===== config.mk =====
export PLATFORM = sky130hd
export DESIGN_NAME = dpa_top
export DESIGN_NICKNAME = d
export VERILOG_FILES = /design/src/verilog/dpa_pkg.sv /design/src/verilog/dpa_pwm_channel.sv /design/src/verilog/dpa_top.sv
export VERILOG_INCLUDE_DIRS = /design/src /design/src/verilog
export SDC_FILE = /design/constraint.sdc
export NUM_CORES = 2
export LEC_CHECK = 0
export ABC_CLOCK_PERIOD_IN_PS = 21500
export BUFFER_PORTS_ARGS = -buffer_cell sky130_fd_sc_hd__buf_4
export CAP_MARGIN = 25
export CORE_UTILIZATION = 50
export CTS_CLUSTER_SIZE = 16
export DETAILED_ROUTE_END_ITERATION = 16
export HOLD_SLACK_MARGIN = 0.12
export PLACE_DENSITY = 0.69
export SLEW_MARGIN = 20
export SYNTH_ARGS = -nofsm -noshare
export SYNTH_HDL_FRONTEND = slang
export SYNTH_HIERARCHICAL = 1
export SYNTH_SLANG_ARGS = --single-unit

===== constraint.sdc =====
create_clock -name clk_i -period 21.5 [get_ports clk_i]
set_input_delay 2.15 -clock clk_i [delete_from_list [all_inputs] [get_ports clk_i]]
set_output_delay 2.15 -clock clk_i [all_outputs]
set_load 0.03 [all_outputs]

===== src/verilog/dpa_defines.svh =====
`ifndef DPA_DEFINES_SVH
`define DPA_DEFINES_SVH

// register map, byte addresses on the local port
`define DPA_ADDR_CTRL      8'h00
`define DPA_ADDR_FREQ      8'h04
`define DPA_ADDR_STATUS    8'h08
`define DPA_ADDR_MASK      8'h0C
// per-output blocks: addr[7:5] selects the output, addr[4:0] the register
`define DPA_CH_A_SEL       3'h1
`define DPA_CH_B_SEL       3'h2
`define DPA_OFS_FUNC       5'h00
`define DPA_OFS_MIN        5'h04
`define DPA_OFS_MAX        5'h08
`define DPA_OFS_SERIAL     5'h0C
`define DPA_OFS_CURVE      5'h10
`define DPA_OFS_DUTY       5'h14

// function codes
`define DPA_FN_UNUSED      16'h0000
`define DPA_FN_PLC         16'h0101
`define DPA_FN_SERIAL      16'h0102
`define DPA_FN_ECHO_FIRST  16'h3001

// control and status fields
`define DPA_CTRL_PWM_A     0
`define DPA_CTRL_PWM_B     1
`define DPA_ST_PLC_A       0
`define DPA_ST_PLC_B       1
`define DPA_ST_CLIP_A      2
`define DPA_ST_CLIP_B      3
`define DPA_ST_W           4

// command scale: 0.1 % units, 1000 is full scale
`define DPA_PCT_FULL       16'h03E8
`define DPA_PCT_RST_MAX    16'h03E8
`define DPA_PCT_RST_MIN    16'h0000
// 1/1000 as 1049 / 2^20
`define DPA_RECIP_1000     11'h419
`define DPA_RECIP_SHIFT    20

// frequency in Hz
`define DPA_FREQ_MIN       12'h001
`define DPA_FREQ_MAX       12'h9C4
`define DPA_FREQ_RST       12'h1F4
// phase step per Hz at 100 MHz: 2^32 / 1e8 * 1024 = 43980
`define DPA_STEP_PER_HZ    16'hABCC
`define DPA_STEP_SHIFT     10
// phase span per 0.1 %: 2^32 / 1000
`define DPA_THR_PER_STEP   32'h0041_8937

// curve reset: gain 1.0 in 8.8 fixed point, no offset
`define DPA_GAIN_RST       16'h0100
`define DPA_GAIN_SHIFT     8

`endif


===== src/verilog/dpa_pkg.sv =====
`include "dpa_defines.svh"

package dpa_pkg;

    typedef logic [15:0] dpa_pct_type;

    typedef enum logic [2:0] {
        DPA_SRC_NONE     = 3'h0,
        DPA_SRC_INTERNAL = 3'h1,
        DPA_SRC_PLC      = 3'h2,
        DPA_SRC_SERIAL   = 3'h3,
        DPA_SRC_ECHO     = 3'h4
    } dpa_src_type;

    function automatic dpa_src_type dpa_fn_to_src(input logic [15:0] fn);
        dpa_src_type src;
        if (fn == `DPA_FN_UNUSED) begin
            src = DPA_SRC_NONE;
        end else if (fn == `DPA_FN_PLC) begin
            src = DPA_SRC_PLC;
        end else if (fn == `DPA_FN_SERIAL) begin
            src = DPA_SRC_SERIAL;
        end else if (fn >= `DPA_FN_ECHO_FIRST) begin
            src = DPA_SRC_ECHO;
        end else begin
            src = DPA_SRC_INTERNAL;
        end
        return src;
    endfunction

    function automatic dpa_pct_type dpa_sat_pct(input logic [31:0] v);
        return (v > 32'(`DPA_PCT_FULL)) ? `DPA_PCT_FULL : v[15:0];
    endfunction

    function automatic logic [11:0] dpa_clamp_freq(input logic [11:0] f);
        logic [11:0] r;
        r = f;
        if (f < `DPA_FREQ_MIN) begin
            r = `DPA_FREQ_MIN;
        end else if (f > `DPA_FREQ_MAX) begin
            r = `DPA_FREQ_MAX;
        end
        return r;
    endfunction

endpackage


===== src/verilog/dpa_pwm_channel.sv =====
`timescale 1ns/10ps

module dpa_pwm_channel import dpa_pkg::*; (
    // clock and reset
    input  wire logic        clk_i,
    input  wire logic        reset_i,
    // shared timebase
    input  wire logic [31:0] phase_i,
    // command and span
    input  wire dpa_pct_type cmd_i,
    input  wire dpa_pct_type min_i,
    input  wire dpa_pct_type max_i,
    // mode
    input  wire logic        pwm_mode_i,
    input  wire logic        active_i,
    input  wire logic        do_i,
    // results
    output logic             oe_o,
    output dpa_pct_type      duty_o,
    output logic             clip_o
);

    dpa_pct_type duty;
    dpa_pct_type next_duty;
    logic        oe;
    logic        next_oe;
    logic        clip;
    logic        next_clip;

    always_comb begin
        logic [15:0] cmd_c;
        logic [15:0] span;
        logic [42:0] prod;
        logic [31:0] scaled;
        logic [31:0] thr;
        logic        level;
        cmd_c = dpa_sat_pct(32'(cmd_i));
        span  = (max_i > min_i) ? (max_i - min_i) : 16'h0000;
        // command mapped into min..max, resolution shrinks with the span
        prod   = 43'(cmd_c) * 43'(span) * 43'(`DPA_RECIP_1000);
        scaled = 32'(min_i) + 32'(prod >> `DPA_RECIP_SHIFT);
        next_duty = dpa_sat_pct(scaled);
        // flags a command above full scale that the clamp had to cut
        next_clip = pwm_mode_i && active_i && (cmd_i > `DPA_PCT_FULL);
        thr   = 32'(duty) * `DPA_THR_PER_STEP;
        // full scale forces a steady high, the phase never reaches 2^32
        level = (duty >= `DPA_PCT_FULL) || (phase_i < thr);
        if (pwm_mode_i) begin
            // open collector: transistor on during the low part
            next_oe = active_i && !level;
        end else begin
            next_oe = do_i;
        end
    end

    always_ff @(posedge clk_i or posedge reset_i) begin
        if (reset_i) begin
            duty <= '0;
            oe   <= 1'h0;
            clip <= 1'h0;
        end else begin
            duty <= next_duty;
            oe   <= next_oe;
            clip <= next_clip;
        end
    end

    assign oe_o   = oe;
    assign duty_o = duty;
    assign clip_o = clip;

endmodule // dpa_pwm_channel


===== src/verilog/dpa_top.sv =====
`timescale 1ns/10ps

// Summary of operation
// - both pulse outputs run at one shared frequency set between 1 Hz and 2500 Hz.
// - each output keeps its own duty value, independent of the other.
// - each output's duty follows the analogue command assigned to it.
// - with the pwm function set, general outputs 11 and 12 become analogue outputs a and b.
// - a plc-driven output takes only the plc value; plc use of another output raises a warning.
// - a serial-driven output takes only values written over the communication ports.
// - echo function codes reproduce a measurement through a conversion curve.
// - minimum and maximum percentages narrow the output span.

module dpa_top import dpa_pkg::*; (
    // clock and reset
    input  wire logic        clk_i,
    input  wire logic        reset_i,
    // register port
    input  wire logic [7:0]  addr_i,
    input  wire logic [31:0] wdata_i,
    input  wire logic        wr_i,
    input  wire logic        rd_i,
    output logic      [31:0] rdata_o,
    // internal control commands, 0.1 % units
    input  wire dpa_pct_type ctl_cmd_a_i,
    input  wire dpa_pct_type ctl_cmd_b_i,
    // plc commands and use flags
    input  wire dpa_pct_type plc_cmd_a_i,
    input  wire dpa_pct_type plc_cmd_b_i,
    input  wire logic        plc_use_a_i,
    input  wire logic        plc_use_b_i,
    // measurements for echo
    input  wire logic [15:0] meas_a_i,
    input  wire logic [15:0] meas_b_i,
    // plain digital drive when not in pwm mode
    input  wire logic        do_a_i,
    input  wire logic        do_b_i,
    // open-collector pins
    output logic             pwm_analogue_out_a_o,
    output logic             pwm_analogue_out_a_oe_o,
    output logic             pwm_analogue_out_b_o,
    output logic             pwm_analogue_out_b_oe_o,
    // interrupt
    output logic             irq_o
);

    localparam int NCH = 2;

    // control registers
    logic [1:0]               output_as_pwm_function;
    logic [1:0]               next_output_as_pwm_function;
    logic [11:0]              freq;
    logic [11:0]              next_freq;
    logic [15:0]              func        [NCH];
    logic [15:0]              next_func   [NCH];
    dpa_pct_type              pct_min     [NCH];
    dpa_pct_type              next_pct_min[NCH];
    dpa_pct_type              pct_max     [NCH];
    dpa_pct_type              next_pct_max[NCH];
    dpa_pct_type              serial      [NCH];
    dpa_pct_type              next_serial [NCH];
    logic [15:0]              gain        [NCH];
    logic [15:0]              next_gain   [NCH];
    logic [15:0]              offset      [NCH];
    logic [15:0]              next_offset [NCH];
    logic [`DPA_ST_W-1:0]     status;
    logic [`DPA_ST_W-1:0]     next_status;
    logic [`DPA_ST_W-1:0]     mask;
    logic [`DPA_ST_W-1:0]     next_mask;
    logic [31:0]              rdata;
    logic [31:0]              next_rdata;
    logic                     irq;
    logic                     next_irq;
    // timebase
    logic [31:0]              phase;
    logic [31:0]              next_phase;
    // per-output datapath
    dpa_pct_type              cmd      [NCH];
    logic                     active   [NCH];
    logic                     oe       [NCH];
    dpa_pct_type              duty     [NCH];
    logic                     clip     [NCH];
    dpa_pct_type              ctl_cmd  [NCH];
    dpa_pct_type              plc_cmd  [NCH];
    logic                     plc_use  [NCH];
    logic [15:0]              meas     [NCH];
    logic                     do_in    [NCH];
    logic                     pins_oe  [NCH];
    logic                     next_pins_oe[NCH];

    assign ctl_cmd[0] = ctl_cmd_a_i;
    assign ctl_cmd[1] = ctl_cmd_b_i;
    assign plc_cmd[0] = plc_cmd_a_i;
    assign plc_cmd[1] = plc_cmd_b_i;
    assign plc_use[0] = plc_use_a_i;
    assign plc_use[1] = plc_use_b_i;
    assign meas[0]    = meas_a_i;
    assign meas[1]    = meas_b_i;
    assign do_in[0]   = do_a_i;
    assign do_in[1]   = do_b_i;

    function automatic logic [2:0] ch_sel(input int c);
        return (c == 0) ? `DPA_CH_A_SEL : `DPA_CH_B_SEL;
    endfunction

    // one accumulator for both outputs keeps their periods locked together
    always_comb begin
        logic [27:0] prod;
        // 28 bits hold 2500 Hz times the step without overflow
        prod       = 28'(freq) * 28'(`DPA_STEP_PER_HZ);
        next_phase = phase + {14'h0000, prod[27:`DPA_STEP_SHIFT]};
    end

    // source selection
    always_comb begin
        logic [31:0] echo;
        dpa_src_type src;
        echo = '0;
        src  = DPA_SRC_NONE;
        for (int c = 0; c < NCH; c++) begin
            src  = dpa_fn_to_src(func[c]);
            echo = 32'(offset[c]) + ((32'(meas[c]) * 32'(gain[c])) >> `DPA_GAIN_SHIFT);
            active[c] = (src != DPA_SRC_NONE);
            unique case (src)
                DPA_SRC_NONE:   cmd[c] = '0;
                DPA_SRC_PLC:    cmd[c] = plc_cmd[c];
                DPA_SRC_SERIAL: cmd[c] = serial[c];
                DPA_SRC_ECHO:   cmd[c] = dpa_sat_pct(echo);
                default:        cmd[c] = ctl_cmd[c];
            endcase
        end
    end

    for (genvar c = 0; c < NCH; c++) begin : g_ch
        dpa_pwm_channel u_ch (
            .clk_i      (clk_i),
            .reset_i    (reset_i),
            .phase_i    (phase),
            .cmd_i      (cmd[c]),
            .min_i      (pct_min[c]),
            .max_i      (pct_max[c]),
            .pwm_mode_i (output_as_pwm_function[c]),
            .active_i   (active[c]),
            .do_i       (do_in[c]),
            .oe_o       (oe[c]),
            .duty_o     (duty[c]),
            .clip_o     (clip[c])
        );
    end

    // register writes
    always_comb begin
        logic [`DPA_ST_W-1:0] ev;
        logic [`DPA_ST_W-1:0] clr;
        logic                 hit;
        hit = 1'b0;
        ev  = '0;
        next_output_as_pwm_function = output_as_pwm_function;
        next_freq = freq;
        next_mask = mask;
        clr       = '0;
        for (int c = 0; c < NCH; c++) begin
            next_func[c]    = func[c];
            next_pct_min[c] = pct_min[c];
            next_pct_max[c] = pct_max[c];
            next_serial[c]  = serial[c];
            next_gain[c]    = gain[c];
            next_offset[c]  = offset[c];
        end
        if (wr_i) begin
            if (addr_i == `DPA_ADDR_CTRL) begin
                next_output_as_pwm_function = wdata_i[1:0];
            end
            if (addr_i == `DPA_ADDR_FREQ) begin
                next_freq = dpa_clamp_freq(wdata_i[11:0]);
            end
            if (addr_i == `DPA_ADDR_MASK) begin
                next_mask = wdata_i[`DPA_ST_W-1:0];
            end
            if (addr_i == `DPA_ADDR_STATUS) begin
                clr = wdata_i[`DPA_ST_W-1:0];
            end
            for (int c = 0; c < NCH; c++) begin
                // analogue settings exist only while the output is in pwm mode
                hit = (addr_i[7:5] == ch_sel(c)) && output_as_pwm_function[c];
                if (hit && addr_i[4:0] == `DPA_OFS_FUNC) begin
                    next_func[c] = wdata_i[15:0];
                end
                if (hit && addr_i[4:0] == `DPA_OFS_MIN) begin
                    next_pct_min[c] = dpa_sat_pct(32'(wdata_i[15:0]));
                end
                if (hit && addr_i[4:0] == `DPA_OFS_MAX) begin
                    next_pct_max[c] = dpa_sat_pct(32'(wdata_i[15:0]));
                end
                if (hit && addr_i[4:0] == `DPA_OFS_SERIAL) begin
                    next_serial[c] = wdata_i[15:0];
                end
                if (hit && addr_i[4:0] == `DPA_OFS_CURVE) begin
                    next_gain[c]   = wdata_i[31:16];
                    next_offset[c] = wdata_i[15:0];
                end
            end
        end
        // a plc that drives an output not handed to it gets nothing but a warning
        ev[`DPA_ST_PLC_A]  = plc_use[0] && (dpa_fn_to_src(func[0]) != DPA_SRC_PLC);
        ev[`DPA_ST_PLC_B]  = plc_use[1] && (dpa_fn_to_src(func[1]) != DPA_SRC_PLC);
        ev[`DPA_ST_CLIP_A] = clip[0];
        ev[`DPA_ST_CLIP_B] = clip[1];
        // set wins over a write-one clear in the same cycle
        next_status = (status & ~clr) | ev;
        next_irq    = |(next_status & next_mask);
    end

    // read path, data valid the cycle after the strobe only
    always_comb begin
        logic sel;
        sel        = 1'b0;
        next_rdata = '0;
        if (rd_i) begin
            unique case (addr_i)
                `DPA_ADDR_CTRL:   next_rdata = {30'h0000_0000, output_as_pwm_function};
                `DPA_ADDR_FREQ:   next_rdata = {20'h0_0000, freq};
                `DPA_ADDR_STATUS: next_rdata = {28'h000_0000, status};
                `DPA_ADDR_MASK:   next_rdata = {28'h000_0000, mask};
                default:          next_rdata = '0;
            endcase
            for (int c = 0; c < NCH; c++) begin
                // a block outside pwm mode reads zero, as unmapped space does
                sel = (addr_i[7:5] == ch_sel(c)) && output_as_pwm_function[c];
                if (sel) begin
                    unique case (addr_i[4:0])
                        `DPA_OFS_FUNC:   next_rdata = {16'h0000, func[c]};
                        `DPA_OFS_MIN:    next_rdata = {16'h0000, pct_min[c]};
                        `DPA_OFS_MAX:    next_rdata = {16'h0000, pct_max[c]};
                        `DPA_OFS_SERIAL: next_rdata = {16'h0000, serial[c]};
                        `DPA_OFS_CURVE:  next_rdata = {gain[c], offset[c]};
                        `DPA_OFS_DUTY:   next_rdata = {16'h0000, duty[c]};
                        default:         next_rdata = '0;
                    endcase
                end
            end
        end
        for (int c = 0; c < NCH; c++) begin
            next_pins_oe[c] = oe[c];
        end
    end

    always_ff @(posedge clk_i or posedge reset_i) begin
        if (reset_i) begin
            output_as_pwm_function <= '0;
            freq    <= `DPA_FREQ_RST;
            status  <= '0;
            mask    <= '0;
            rdata   <= '0;
            irq     <= 1'h0;
            phase   <= '0;
            for (int c = 0; c < NCH; c++) begin
                func[c]    <= `DPA_FN_UNUSED;
                pct_min[c] <= `DPA_PCT_RST_MIN;
                pct_max[c] <= `DPA_PCT_RST_MAX;
                serial[c]  <= '0;
                gain[c]    <= `DPA_GAIN_RST;
                offset[c]  <= '0;
                pins_oe[c] <= 1'h0;
            end
        end else begin
            output_as_pwm_function <= next_output_as_pwm_function;
            freq    <= next_freq;
            status  <= next_status;
            mask    <= next_mask;
            rdata   <= next_rdata;
            irq     <= next_irq;
            phase   <= next_phase;
            for (int c = 0; c < NCH; c++) begin
                func[c]    <= next_func[c];
                pct_min[c] <= next_pct_min[c];
                pct_max[c] <= next_pct_max[c];
                serial[c]  <= next_serial[c];
                gain[c]    <= next_gain[c];
                offset[c]  <= next_offset[c];
                pins_oe[c] <= next_pins_oe[c];
            end
        end
    end

    // open collector only ever pulls low
    always_ff @(posedge clk_i or posedge reset_i) begin
        if (reset_i) begin
            pwm_analogue_out_a_o <= 1'h0;
            pwm_analogue_out_b_o <= 1'h0;
        end else begin
            pwm_analogue_out_a_o <= 1'h0;
            pwm_analogue_out_b_o <= 1'h0;
        end
    end

    assign pwm_analogue_out_a_oe_o = pins_oe[0];
    assign pwm_analogue_out_b_oe_o = pins_oe[1];
    assign rdata_o = rdata;
    assign irq_o   = irq;

endmodule // dpa_top


==> reports/qor.txt <==
outcome: complete, but fails checks
largest net degree at the start of global routing: 132
Mapped Cells: 8356
# fillers: 12872
pre-CTS setup slack: -1.14 ns
DR WL/cell: 20.0 um
die width: 392 um
root buffer cell: clkbuf_16
CP max stage delay: 0.57 ns
post-synthesis sequential area ratio: 0.105
#FFs+latches synth: 317
DRC viols: 0
Die Height: 392 um
latest clock arrival within the worst-skew pair: 0.61 ns
first-pass GRT wire length: 359 mm
synthesized cell area: 76000 um2
dominant synthesized flop cell: dfrtp_1
nets: 12004
placed cell count: 11388
Max Clock Freq: 46.5 MHz
Routed Antenna Nets: 0
Register Area: 7960 um2
Worst Hold End: pwm_analogue_out_b_oe_o
total grt overflow: 0
area of the die: 154000 um2
synth unique cells: 107
RSZ-0062 raised after global routing: yes
WP data arrival: 22.06 ns
RR Endpoint: g_ch[1].u_ch/duty_o[2]
Top-Level Pins: 181
WS Path Type: input pin to flop
All-Layer GR Usage: 0.300
drt pass-1 iters: 11
slew of the pin with the lowest slew margin: 1.33 ns
Post-synth EDFFs: 0
gp weighted congestion: 1.01
core area: 150000 um2
layout cells sized above 1: 0.183
crit path time final: 21.52 ns
WHS Path Cells: 0
# rows: 142
Post-synth ARST share: 1.00
maximum level of the CTS H-tree: 2
TritonCTS clock tree: done
initial antenna violation count: 12
DP Wirelength: 195 mm
maxcap violations: 0
final setup vio count: 3
Initial DRC Count: 5004
total negative setup slack: -0.0331 ns
Critical Path End Type: flop
vias in the first global route: 65727
Reg2Reg Setup Slack: 0.71 ns
Avg Cell Area, Syn: 9.10 um2
cells on worst reg2reg path: 81
routed wire length: 230 mm
setup ws final: -0.0224 ns
CP Max Fanout: 5
Max transition margin: 0.110
starting density of the core: 0.506
hold crit path type: flop to flop
CP startpoint kind: input pin
crit path max-delay cell type: fa_1
Post-Layout Cell Count: 11547
Req. time, crit path: 22.03 ns
worst hold margin: 0.358 ns
area delta synth->final: 19.2%
Syn. warnings: 6
crit-path most repeated cell: fa_1
RR Startpoint: gain[3]
Sink Count: 317
maximum buffer depth of the clock tree: 3
PortBufs: 178
crit share post-route: 1.00
Clk pin slew, worst setup/hold paths: 0.07 ns
hold_buf cts: 0
area of the multi-input gates: 63400 um2
vias after detailed routing: 63525
Hold Fails Final Rpt: 0
fin. max-slew vios: 0
failing checks: negative setup slack
Num CTS Buffers: 38
hold path start: g_ch[1].u_ch/oe_o
vias per inst: 5.50
final setup skew: 0.0390 ns
-- cell type report --
class,count,area share
inverters,1777,0.0737
clock inverters,20,0.00333
repair buffers,1104,0.0950
multi-input cells,6250,0.700
diodes,13,0.000359
flip-flops and latches,317,0.0879
clock buffers,50,0.0117
well taps,2016,0.0278
-- cell usage after synthesis, types with 38 or more instances --
| master | number | share of area |
|---|---|---|
| xor2_1 | 132 | 0.015 |
| nor2_1 | 375 | 0.019 |
| xnor2_1 | 203 | 0.023 |
| mux2_2 | 137 | 0.020 |
| fa_1 | 1117 | 0.29 |
| inv_1 | 1777 | 0.088 |
| o21bai_1 | 38 | 0.0038 |
| a222oi_1 | 46 | 0.0061 |
| dfrtp_1 | 297 | 0.098 |
| a211oi_1 | 47 | 0.0046 |
| a21o_1 | 139 | 0.014 |
| a22oi_1 | 72 | 0.0071 |
| nand4_1 | 53 | 0.0044 |
| and3_1 | 55 | 0.0045 |
| nand2_1 | 697 | 0.034 |
| and2_1 | 316 | 0.026 |
| ha_1 | 1255 | 0.21 |
| nor2b_1 | 84 | 0.0069 |
| nor3_1 | 66 | 0.0043 |
| a21oi_1 | 322 | 0.021 |
| o21a_1 | 64 | 0.0063 |
| clkbuf_1 | 183 | 0.0090 |
| nand2b_1 | 60 | 0.0049 |
| nand3_1 | 96 | 0.0063 |
| o21ai_0 | 230 | 0.015 |
| a31oi_1 | 38 | 0.0031 |
-- per-stage QoR --
step	util	cell area [um2]
2_1_floorplan	-	77000
3_3_place_gp	0.576	86500
3_5_place_dp	0.576	86600
4_1_cts	0.589	88500
5_1_grt	0.602	90500
6_report	0.603	90600
-- sequential cells by signal, summed over array words and instances, names as in the netlist, 32 cells and up --
name	cells
func	32
serial	32
pct_max	32
phase	32
gain	32
offset	32
pct_min	32
g_ch.u_ch/duty_o	32
rdata_o	32
-- logic make-up after synthesis --
kind of cell	Yosys count	share of synthesized area
other cells	5	0.000247
flops	317	0.105
mux	160	0.0234
xor+xnor	337	0.0390
fa+ha+maj	2372	0.501
simple gates	1948	0.125
compound gates	1225	0.108
buf+inv	1992	0.0995
-- routing by layer --
| metal | routed length [um] | share of wire | vias up | GRT usage |
|---|---|---|---|---|
| met1 | 95700 | 0.42 | 31784 | 0.402 |
| met2 | 106000 | 0.46 | 2163 | 0.485 |
| met3 | 19500 | 0.085 | 461 | 0.0595 |
| met5 | 101 | 0.00044 | - | 0 |
| met4 | 8850 | 0.038 | 16 | 0.0989 |
| li1 | - | - | 29101 | - |
-- layout by cell type, fill, tap and decap left out, types with 59 or more instances in the layout --
cell type / count
nand2_1: 682
fa_1: 1100
nand3_1: 91
mux2_2: 137
ha_1: 1195
a22oi_1: 71
nand2b_1: 59
o21ai_0: 178
nor2_1: 359
dfrtp_1: 297
xnor2_1: 180
conb_1: 206
nor2b_1: 82
buf_4: 1062
xor2_1: 120
inv_1: 1757
o21a_1: 63
and2_1: 304
a21oi_1: 269
a21o_1: 139
-- critical path: cells and delay by family --
family	cells	cell delay, ns
AND/OR/NAND/NOR	24	5.28
AO/OA/AOI/OAI	22	4.00
XOR/XNOR	4	0.57
buffers and inverters	12	0.89
adder cells (fa/ha/maj)	21	9.14
-- what timing repair did --
item / in CTS / in global routing
setup endpoints to repair: 20 / 20
pin swaps: 86 / 217
resized for setup: 96 / 322
gates cloned: 2 / 2
buffers inserted: 24 / 43
hold endpoints to repair: 0 / 0
-- how the worst max path moves through the flow --
| stage | start | to | slack [ns] | depth (start not counted) |
|---|---|---|---|---|
| finish | meas_b_i[7] | g_ch[1].u_ch/duty_o[2] | -0.02 | 83 |
| global route | meas_b_i[6] | g_ch[1].u_ch/duty_o[2] | -0.73 | 90 |
| CTS | meas_b_i[7] | g_ch[1].u_ch/duty_o[2] | -0.14 | 85 |
| detailed placement | meas_b_i[5] | g_ch[1].u_ch/duty_o[4] | -1.14 | 90 |
| global placement | meas_b_i[5] | g_ch[1].u_ch/duty_o[1] | -1.05 | 88 |
| floorplan | meas_b_i[5] | g_ch[1].u_ch/duty_o[2] | -0.001 | 83 |
Power is not shown: default switching activity piles up to over one toggle a cycle in this logic, so the estimate is an artifact.
